<file path="config.mk">
export PLATFORM = sky130hd
export DESIGN_NAME = ipsu_top
export DESIGN_NICKNAME = d
export VERILOG_FILES = /design/src/verilog/ipsu_pkg.sv /design/src/verilog/ipsu_top.sv
export VERILOG_INCLUDE_DIRS = /design/src /design/src/verilog
export SDC_FILE = /design/constraint.sdc
export NUM_CORES = 1
export LEC_CHECK = 0
export ABC_CLOCK_PERIOD_IN_PS = 3870
export BUFFER_PORTS_ARGS = -buffer_cell sky130_fd_sc_hd__buf_2
export CAP_MARGIN = 20
export CORE_UTILIZATION = 50
export CTS_CLUSTER_DIAMETER = 80
export DETAILED_ROUTE_END_ITERATION = 6
export GPL_TIMING_DRIVEN = 0
export PLACE_DENSITY = 0.72
export SLEW_MARGIN = 20
export SYNTH_ARGS = -nofsm -noshare
export SYNTH_HDL_FRONTEND = slang
export SYNTH_SLANG_ARGS = --single-unit
</file>
<file path="constraint.sdc">
create_clock -name aclk -period 3.87 [get_ports aclk]
set_input_delay 1.161 -clock aclk [delete_from_list [all_inputs] [get_ports aclk]]
set_output_delay 1.161 -clock aclk [all_outputs]
set_load 0.02 [all_outputs]
</file>
<file path="src/verilog/ipsu_consts.svh">
`ifndef IPSU_CONSTS_SVH
`define IPSU_CONSTS_SVH

// register byte offsets
`define IPSU_OFF_PRIO 8'h00
`define IPSU_OFF_STATUS 8'h04
`define IPSU_OFF_FLAGS 8'h08
`define IPSU_OFF_ENABLE 8'h0C
`define IPSU_OFF_CTRL1 8'h10
`define IPSU_OFF_SRL 8'h14
`define IPSU_OFF_TIMED_IRQ_DISABLE_INSTR 8'h18

// priority register fields
`define IPSU_CAP9_LSB 4
`define IPSU_CMP9_LSB 0
`define IPSU_PRIO_MASK 16'h0077
`define IPSU_PRIO_RST 3'h4

// status register fields
`define IPSU_ST_REQ_BIT 15
`define IPSU_ST_VECTOR_CAPTURE_MODE_BIT 13
`define IPSU_ST_ILR_LSB 8
`define IPSU_ST_VEC_LSB 0

// control register one fields
`define IPSU_C1_NEST_BIT 15
`define IPSU_C1_TRAP_LSB 1

// status low byte: cpu level bits sit at 7:5
`define IPSU_SRL_LVL_LSB 5
`define IPSU_USER_MAX_LVL 4'h7
`define IPSU_TIMED_IRQ_DISABLE_INSTR_LVL 4'h6
`define IPSU_TRAP_BASE_LVL 4'h8
`define IPSU_VEC_BASE 8'h08

// vector numbers of the two sources and the traps, chosen values
`define IPSU_VEC_CAP9 8'h35
`define IPSU_VEC_CMP9 8'h36
`define IPSU_VEC_TRAP0 8'h02

`define IPSU_RESP_OKAY 2'h0
`define IPSU_RESP_SLVERR 2'h2

`endif

</file>
<file path="src/verilog/ipsu_pkg.sv">
package ipsu_pkg;

    localparam int IPSU_N_SRC = 2;
    localparam int IPSU_N_TRAP = 4;

    typedef struct packed {
        logic awvalid;
        logic [7:0] awaddr;
        logic wvalid;
        logic [31:0] wdata;
        logic [3:0] wstrb;
        logic bready;
        logic arvalid;
        logic [7:0] araddr;
        logic rready;
    } ipsu_axi_req_s;

    typedef struct packed {
        logic awready;
        logic wready;
        logic bvalid;
        logic [1:0] bresp;
        logic arready;
        logic rvalid;
        logic [31:0] rdata;
        logic [1:0] rresp;
    } ipsu_axi_rsp_s;

    // request offered to the core
    typedef struct packed {
        logic valid;
        logic [7:0] vector;
        logic [3:0] level;
    } ipsu_cpu_req_s;

    // one stacked context: level and low status bits in force before entry
    typedef struct packed {
        logic [3:0] level;
        logic [4:0] srl_low;
    } ipsu_frame_s;

endpackage : ipsu_pkg

</file>
<file path="src/verilog/ipsu_top.sv">
`timescale 1ns/10ps
`include "ipsu_consts.svh"

module ipsu_top #(
    parameter int STACK_DEPTH = 8
) (
    input wire logic aclk,
    input wire logic aresetn,
    input wire ipsu_pkg::ipsu_axi_req_s axi_req,
    output ipsu_pkg::ipsu_axi_rsp_s axi_rsp,
    input wire logic [ipsu_pkg::IPSU_N_SRC-1:0] src_event,
    input wire logic [ipsu_pkg::IPSU_N_TRAP-1:0] trap_event,
    input wire logic cpu_ack,
    input wire logic cpu_return,
    output ipsu_pkg::ipsu_cpu_req_s cpu_req,
    output logic [3:0] cpu_level,
    output logic irq
);
    import ipsu_pkg::*;

    localparam int DW = $clog2(STACK_DEPTH + 1);

    if (STACK_DEPTH < 1 || STACK_DEPTH > 64)
    begin : g_bad_depth
        $error("ipsu_top: STACK_DEPTH must lie in 1..64");
    end

    // the vector table and priority register serve two sources; trap levels must fit four bits
    if (IPSU_N_SRC != 2 || IPSU_N_TRAP < 1 || IPSU_N_TRAP > 8)
    begin : g_bad_counts
        $error("ipsu_top: source or trap count not served");
    end

    typedef struct packed {
        ipsu_axi_rsp_s axi;
        ipsu_cpu_req_s req;
        logic irq;
        logic [2:0] capture9_priority;
        logic [2:0] compare9_priority;
        logic [IPSU_N_SRC-1:0] flags;
        logic [IPSU_N_SRC-1:0] enables;
        logic [IPSU_N_TRAP-1:0] trap_flags;
        logic nesting_disable;
        logic vector_capture_mode;
        logic [3:0] level;
        logic [4:0] srl_low;
        logic [6:0] last_ack;
        logic [13:0] timed_irq_disable_instr_cnt;
        logic [DW-1:0] depth;
        ipsu_frame_s [STACK_DEPTH-1:0] stack;
    } ipsu_state_s;

    ipsu_state_s st_r;
    ipsu_state_s st_nxt;

    function automatic logic [7:0] src_vector(input int idx);
        src_vector = (idx == 0) ? `IPSU_VEC_CAP9 : `IPSU_VEC_CMP9;
    endfunction : src_vector

    always_comb
    begin
        logic [2:0] prio [IPSU_N_SRC];
        logic [2:0] best_p;
        logic [7:0] best_v;
        logic [3:0] user_lvl;
        logic [3:0] trap_lvl;
        logic [7:0] trap_vec;
        logic any_pend;
        logic user_go;
        logic trap_go;
        logic [31:0] wmask;
        logic [31:0] wd;
        logic [31:0] rd;
        logic hit;
        logic [IPSU_N_SRC-1:0] flag_clr;
        logic [IPSU_N_TRAP-1:0] trap_clr;
        st_nxt = st_r;
        prio[0] = st_r.capture9_priority;
        prio[1] = st_r.compare9_priority;
        best_p = 3'h0;
        best_v = 8'hFF;
        any_pend = 1'b0;
        trap_lvl = 4'h0;
        trap_vec = 8'h00;
        flag_clr = '0;
        trap_clr = '0;
        rd = 32'h0000_0000;
        wmask = 32'h0000_0000;
        wd = 32'h0000_0000;
        user_lvl = 4'h0;
        user_go = 1'b0;
        trap_go = 1'b0;
        hit = 1'b1;

        // arbitration among armed user sources
        for (int i = 0; i < IPSU_N_SRC; i++)
        begin
            if (st_r.flags[i] && st_r.enables[i] && prio[i] != 3'h0)
            begin
                any_pend = 1'b1;
                if (prio[i] > best_p || (prio[i] == best_p && src_vector(i) < best_v))
                begin
                    best_p = prio[i];
                    best_v = src_vector(i);
                end
            end
        end

        // user sources see the cpu level, raised by a timed disable, or raised to 4'hF by nesting disable while nested
        user_lvl = st_r.level;
        if (st_r.timed_irq_disable_instr_cnt != 14'h0000 && user_lvl < `IPSU_TIMED_IRQ_DISABLE_INSTR_LVL)
        begin
            user_lvl = `IPSU_TIMED_IRQ_DISABLE_INSTR_LVL;
        end
        if (st_r.nesting_disable && st_r.depth != '0)
        begin
            user_lvl = 4'hF;
        end
        user_go = any_pend && ({1'b0, best_p} > user_lvl);

        // traps ignore the timed disable and nesting disable, but must exceed the cpu level
        for (int t = 0; t < IPSU_N_TRAP; t++)
        begin
            if (st_r.trap_flags[t])
            begin
                trap_lvl = `IPSU_TRAP_BASE_LVL + 4'(t);
                trap_vec = `IPSU_VEC_TRAP0 + 8'(t);
            end
        end
        trap_go = st_r.trap_flags != '0 && trap_lvl > st_r.level;

        if (trap_go)
        begin
            st_nxt.req = '{valid: 1'b1, vector: trap_vec, level: trap_lvl};
        end
        else if (user_go)
        begin
            st_nxt.req = '{valid: 1'b1, vector: best_v, level: {1'b0, best_p}};
        end
        else
        begin
            st_nxt.req = '{valid: 1'b0, vector: 8'h00, level: 4'h0};
        end

        // core handshake: the acknowledged level becomes the new cpu level
        if (cpu_ack && st_r.req.valid && st_r.depth < DW'(STACK_DEPTH))
        begin
            st_nxt.stack[st_r.depth] = '{level: st_r.level, srl_low: st_r.srl_low};
            st_nxt.depth = st_r.depth + DW'(1);
            st_nxt.level = st_r.req.level;
            if (st_r.req.vector >= `IPSU_VEC_BASE)
            begin
                st_nxt.last_ack = 7'(st_r.req.vector - `IPSU_VEC_BASE);
            end
        end
        else if (cpu_return && st_r.depth != '0)
        begin
            // flags are untouched, so a source left set is offered again
            st_nxt.depth = st_r.depth - DW'(1);
            st_nxt.level = st_r.stack[st_r.depth - DW'(1)].level;
            st_nxt.srl_low = st_r.stack[st_r.depth - DW'(1)].srl_low;
        end

        if (st_r.timed_irq_disable_instr_cnt != 14'h0000)
        begin
            st_nxt.timed_irq_disable_instr_cnt = st_r.timed_irq_disable_instr_cnt - 14'h0001;
        end

        // register write, in the cycle the address and data are taken
        for (int b = 0; b < 4; b++)
        begin
            wmask[b*8 +: 8] = {8{axi_req.wstrb[b]}};
        end
        wd = axi_req.wdata & wmask;
        st_nxt.axi.awready = 1'b0;
        st_nxt.axi.wready = 1'b0;
        st_nxt.axi.arready = 1'b0;
        if (st_r.axi.bvalid && axi_req.bready)
        begin
            st_nxt.axi.bvalid = 1'b0;
        end
        if (st_r.axi.awready)
        begin
            case (axi_req.awaddr)
                `IPSU_OFF_PRIO:
                begin
                    if (axi_req.wstrb[0])
                    begin
                        st_nxt.capture9_priority = wd[`IPSU_CAP9_LSB +: 3];
                        st_nxt.compare9_priority = wd[`IPSU_CMP9_LSB +: 3];
                    end
                end
                `IPSU_OFF_STATUS:
                begin
                    if (axi_req.wstrb[1])
                    begin
                        st_nxt.vector_capture_mode = wd[`IPSU_ST_VECTOR_CAPTURE_MODE_BIT];
                    end
                end
                `IPSU_OFF_FLAGS: flag_clr = wd[IPSU_N_SRC-1:0];
                `IPSU_OFF_ENABLE:
                begin
                    if (axi_req.wstrb[0])
                    begin
                        st_nxt.enables = wd[IPSU_N_SRC-1:0];
                    end
                end
                `IPSU_OFF_CTRL1:
                begin
                    trap_clr = wd[`IPSU_C1_TRAP_LSB +: IPSU_N_TRAP];
                    if (axi_req.wstrb[1])
                    begin
                        st_nxt.nesting_disable = wd[`IPSU_C1_NEST_BIT];
                    end
                end
                `IPSU_OFF_SRL:
                begin
                    if (axi_req.wstrb[0])
                    begin
                        st_nxt.level = {1'b0, wd[`IPSU_SRL_LVL_LSB +: 3]};
                        st_nxt.srl_low = wd[4:0];
                    end
                end
                `IPSU_OFF_TIMED_IRQ_DISABLE_INSTR:
                begin
                    if (axi_req.wstrb[1:0] == 2'b11)
                    begin
                        st_nxt.timed_irq_disable_instr_cnt = wd[13:0];
                    end
                end
                default: hit = 1'b0;
            endcase
            st_nxt.axi.bvalid = 1'b1;
            st_nxt.axi.bresp = hit ? `IPSU_RESP_OKAY : `IPSU_RESP_SLVERR;
        end
        else if (axi_req.awvalid && axi_req.wvalid && !st_r.axi.bvalid)
        begin
            st_nxt.axi.awready = 1'b1;
            st_nxt.axi.wready = 1'b1;
        end

        // an event in the clearing cycle survives: set is applied last
        st_nxt.flags = (st_r.flags & ~flag_clr) | src_event;
        st_nxt.trap_flags = (st_r.trap_flags & ~trap_clr) | trap_event;
        st_nxt.irq = |(st_r.flags & st_r.enables);

        if (st_r.axi.rvalid && axi_req.rready)
        begin
            st_nxt.axi.rvalid = 1'b0;
        end
        if (st_r.axi.arready)
        begin
            hit = 1'b1;
            case (axi_req.araddr)
                `IPSU_OFF_PRIO:
                begin
                    rd[`IPSU_CAP9_LSB +: 3] = st_r.capture9_priority;
                    rd[`IPSU_CMP9_LSB +: 3] = st_r.compare9_priority;
                end
                `IPSU_OFF_STATUS:
                begin
                    rd[`IPSU_ST_REQ_BIT] = any_pend && !user_go;
                    rd[`IPSU_ST_VECTOR_CAPTURE_MODE_BIT] = st_r.vector_capture_mode;
                    rd[`IPSU_ST_ILR_LSB +: 4] = st_r.level;
                    if (st_r.vector_capture_mode && any_pend)
                    begin
                        rd[`IPSU_ST_VEC_LSB +: 7] = 7'(best_v - `IPSU_VEC_BASE);
                    end
                    else if (!st_r.vector_capture_mode)
                    begin
                        rd[`IPSU_ST_VEC_LSB +: 7] = st_r.last_ack;
                    end
                end
                `IPSU_OFF_FLAGS: rd[IPSU_N_SRC-1:0] = st_r.flags;
                `IPSU_OFF_ENABLE: rd[IPSU_N_SRC-1:0] = st_r.enables;
                `IPSU_OFF_CTRL1:
                begin
                    rd[`IPSU_C1_NEST_BIT] = st_r.nesting_disable;
                    rd[`IPSU_C1_TRAP_LSB +: IPSU_N_TRAP] = st_r.trap_flags;
                end
                `IPSU_OFF_SRL:
                begin
                    // a trap level shows as all three level bits set
                    rd[`IPSU_SRL_LVL_LSB +: 3] = st_r.level[3] ? 3'h7 : st_r.level[2:0];
                    rd[4:0] = st_r.srl_low;
                end
                `IPSU_OFF_TIMED_IRQ_DISABLE_INSTR: rd[13:0] = st_r.timed_irq_disable_instr_cnt;
                default: hit = 1'b0;
            endcase
            st_nxt.axi.rvalid = 1'b1;
            st_nxt.axi.rdata = rd;
            st_nxt.axi.rresp = hit ? `IPSU_RESP_OKAY : `IPSU_RESP_SLVERR;
        end
        else if (axi_req.arvalid && !st_r.axi.rvalid)
        begin
            st_nxt.axi.arready = 1'b1;
        end
    end

    always_ff @(posedge aclk)
    begin
        if (!aresetn)
        begin
            st_r <= '0;
            st_r.capture9_priority <= `IPSU_PRIO_RST;
            st_r.compare9_priority <= `IPSU_PRIO_RST;
        end
        else
        begin
            st_r <= st_nxt;
        end
    end

    assign axi_rsp = st_r.axi;
    assign cpu_req = st_r.req;
    assign cpu_level = st_r.level;
    assign irq = st_r.irq;

endmodule : ipsu_top

</file>
==> run summary <==
The peak supply drop is 469 uV. The remaining antenna violation count is 0. The die width is 128 um. The placed instance count came out at 1209. The top fanout value on the critical path is 8.

The number of failing setup endpoints in the final timing report is 0. After detailed routing, the average wire length per cell comes to 17.9 um. The first-pass iteration count of the detailed router came out at 7. STA classifies the critical path endpoint as a flop.

Detailed placement finished with a half-perimeter wire length of 16100 um. STA puts the critical path data required time at 4210 ps. Counting every instance in the synthesized netlist gives 894.

The clock passes through at most 2 buffers. The number of placement rows is 45. The power after layout came out at 5.19 mW. The number of antenna violations at the first check in global routing is 0. The die covers 16500 um2. The mean number of vias per cell is 5.62. The number of I/O pins is 126. The number of warnings reported in the yosys synthesis log is 0. The first global-routing pass estimated 34700 um of wire. The cell area that synthesis handed to floorplanning was 8000 um2.

The final standard cell utilization of the core is 0.611. The largest individual stage delay along the critical path comes from the cell sky130_fd_sc_hd__dfxtp_1. The final global-route overflow total is 0. Wires add up to 22200 um. The number of global-route vias before repair came out at 6431.

Among all flip-flop cells after synthesis, the most frequent one is sky130_fd_sc_hd__dfxtp_1. In this run the standard cell core region covers 15400 um2. The net count reported at finish came out at 1104. The critical path startpoint category is a flop. Setup repair after global routing left no endpoint under its margin. The type of the setup path with the least slack is reg -> reg.

The pin count of the biggest net entering global routing came out at 17. Of the available clock period, the critical path in the final layout requires 0.920. The worst-margin pin slew is 836 ps. In the routed design, unresolved DRC markers number 0. The minimum clock period after layout came out at 3560 ps. The endpoint arrival time on the critical path is 3900 ps. After routing, the total negative slack on setup checks comes to 0 ps. The cell repeated most along the worst path is sky130_fd_sc_hd__ha_1. The die outline height is 128 um. The run finished with clean final reports.

0 antenna diodes ended up in the layout. The clock latency on the worst-skew pair came out at 430 ps. The power per unit of standard cell area came out at 551 nW/um2. The leakage power figure is 3.95 nW. In this run, synthesis produced a sequential element count of 154.

In this run the tool buffered the top-level ports with 86 buffer cells. The number of CTS-inserted buffers is 17. The number of max-cap violations is 0. The synthesis-to-finish area growth came out at 17.9%. The number of H-tree branching levels is 4. Clock tree synthesis selected as its root buffer the cell sky130_fd_sc_hd__clkbuf_16. The number of inserted filler cells in the final layout is 1405.

The congestion estimate from routability-driven global placement came to 0.991. The clock transition at the registers of the reported paths is 60 ps. The final-report max-slew violation count is 0. The layout cell share with drive strength beyond 1 came out at 0.229. The number of sinks driven by the clock tree came out at 154. The clock tree from TritonCTS is done.

The first routing iteration left 581 violations. For this run, the total global-route usage over all layers was measured as 0.277. The portion of the post-synthesis area used by sequential elements came out at 0.386. The number of cells in the finished layout apart from fillers is 1245. The highest cell delay on the worst timing path is 500 ps.

The worst path setup slack after routing is 308 ps. In this run, post-CTS hold repair placed 0 buffers. The number of hold violations in the final report came out at 0. The clock skew is 7.16 ps. Each instance of the synthesized netlist takes up on average 8.94 um2.

For this run, the top clock speed supported by timing is 281 MHz. The effective utilization at floorplan is 0.518. Traced cell by cell, the critical path runs through and3_1, inv_1, ha_1, nand2_1, o21ai_0, o211ai_1, buf_4, mux2i_1, ha_1, a31oi_1, o2111a_1, nand3_1, o22ai_1. The class of the tightest hold or removal check is reg -> reg. The async set-reset flop share out of synthesis is 0.

In this run the tightest slew margin relative to its limit is 0.438. The worst slack after detailed placement is 297 ps. The unique cell type count in the Yosys netlist is 73. The number of enable-type register cells in the synthesized netlist is 0. The total vias in the final route is 7001.
## synthesized netlist by cell type (all sizes together) (3+ instances only)
master,instances,area [um2]
a211oi,13,97.6
a21boi,3,22.5
a21oi,65,325
a221oi,6,52.6
a222oi,4,40.0
a22oi,3,22.5
a31oi,8,50.1
and3,7,43.8
and4,4,35.0
buf,76,538
clkbuf,41,154
dfxtp,154,3080
ha,16,200
inv,21,78.8
mux2,6,67.6
mux2i,74,741
mux4,19,428
nand2,67,251
nand2b,7,43.8
nand3,27,140
nor2,115,434
nor2b,12,75.1
nor3,17,95.1
nor3b,3,32.5
nor4,8,65.1
o2111ai,6,52.6
o211ai,7,52.6
o21a,8,60.1
o21ai,40,200
or3,5,31.3
or4,5,48.8
xnor2,7,61.3
xor2,3,33.8
## layout by cell type, fill, tap and decap left out, drive strengths merged, types with 4 or more instances in the layout
master   instances
xnor2            7
nor2           115
o211ai           7
o2111ai          6
and4             4
nor2b           12
mux2i           74
dfxtp          154
and3             7
inv             22
mux4            19
nor4             8
clkbuf          61
nand2b           7
nand2           67
a21oi           65
o21ai           40
ha              16
a222oi           4
or4              5
mux2             6
o21a             8
bufinv           5
a221oi           6
buf            166
nand3           27
a31oi            8
clkinv           6
nor3            17
or3              5
conb            19
a211oi          13
## where the power goes
group	internal, mW	total [mW]	switching, mW
Combinational	0.615	1.54	0.920
Sequential	1.71	1.84	0.129
Clock	1.16	1.82	0.663
Total	3.48	5.19	1.71
## what timing repair did
| action | CTS | global route |
|---|---|---|
| endpoints found under the setup margin | 0 | 1 |
| hold endpoints to repair | 0 | 0 |
| buffers inserted | 0 | 4 |
| resized for setup | 0 | 0 |
## path summary, 6_finish.rpt
| check | start | endpoint | slack (ps) | cells after the start |
|---|---|---|---|---|
| setup / recovery | st_r[114] | cpu_req[1] | 310 | 13 |
| hold / removal | axi_rsp[38] | axi_rsp[40] | 450 | 1 |
| setup reg to reg | st_r[114] | cpu_req[1] | 310 | 13 |
| hold reg to reg | axi_rsp[38] | axi_rsp[40] | 450 | 1 |
## stage by stage
stage / area (um2) / hold WS (ps)
6_report: 9430 / 454
2_1_floorplan: 8060 / 420
3_5_place_dp: 8760 / 439
3_3_place_gp: 8760 / 439
5_1_grt: 9430 / 474
4_1_cts: 9400 / 455
## worst max-delay path, delay by kind of cell, from the launching register on
| kind | cells | cell delay (ps) |
|---|---|---|
| AO/OA/AOI/OAI | 5 | 1410 |
| adder cells (fa/ha/maj) | 2 | 570 |
| buffers and inverters | 2 | 270 |
| flip-flops | 1 | 500 |
| multiplexers | 1 | 210 |
| AND/OR/NAND/NOR | 3 | 520 |
## logic make-up (layout without fill, tap and decap cells)
family                   after synthesis  after routing  synth area share
other                                  1             19          0.000469
buffers and inverters                139            261            0.0969
adder cells (fa/ha/maj)               16             16            0.0250
flip-flops                           154            154             0.386
multiplexers                          99             99             0.155
AND/OR/NAND/NOR                      290            290             0.175
XOR/XNOR                              10             10            0.0119
AO/OA/AOI/OAI                        185            185             0.151
## registers in the layout, summed over array words and instances (netlist names)
register / cells
axi_rsp: 21
cpu_level: 4
cpu_req: 10
irq: 1
st_r: 118
## cell type report
| type | instances | area [um2] | share of cell area |
|---|---|---|---|
| clock buffer | 20 | 447 | 0.0474 |
| inverter | 22 | 82.6 | 0.00876 |
| multi-input combinational | 619 | 4210 | 0.446 |
| sequential | 154 | 3080 | 0.327 |
| timing repair buffer | 90 | 460 | 0.0488 |
| clock inverter | 12 | 195 | 0.0207 |
| tap | 211 | 264 | 0.0280 |
| buffer | 117 | 692 | 0.0734 |
## routing by layer
| metal | track usage | up-vias | share of wire |
|---|---|---|---|
| met5 | 0 | - | 0 |
| met4 | 0.101 | 0 | 0.031 |
| met3 | 0.0595 | 45 | 0.068 |
| met2 | 0.477 | 285 | 0.49 |
| met1 | 0.339 | 3294 | 0.41 |
| li1 | - | 3377 | - |
Power figures use the tool's default switching activity.
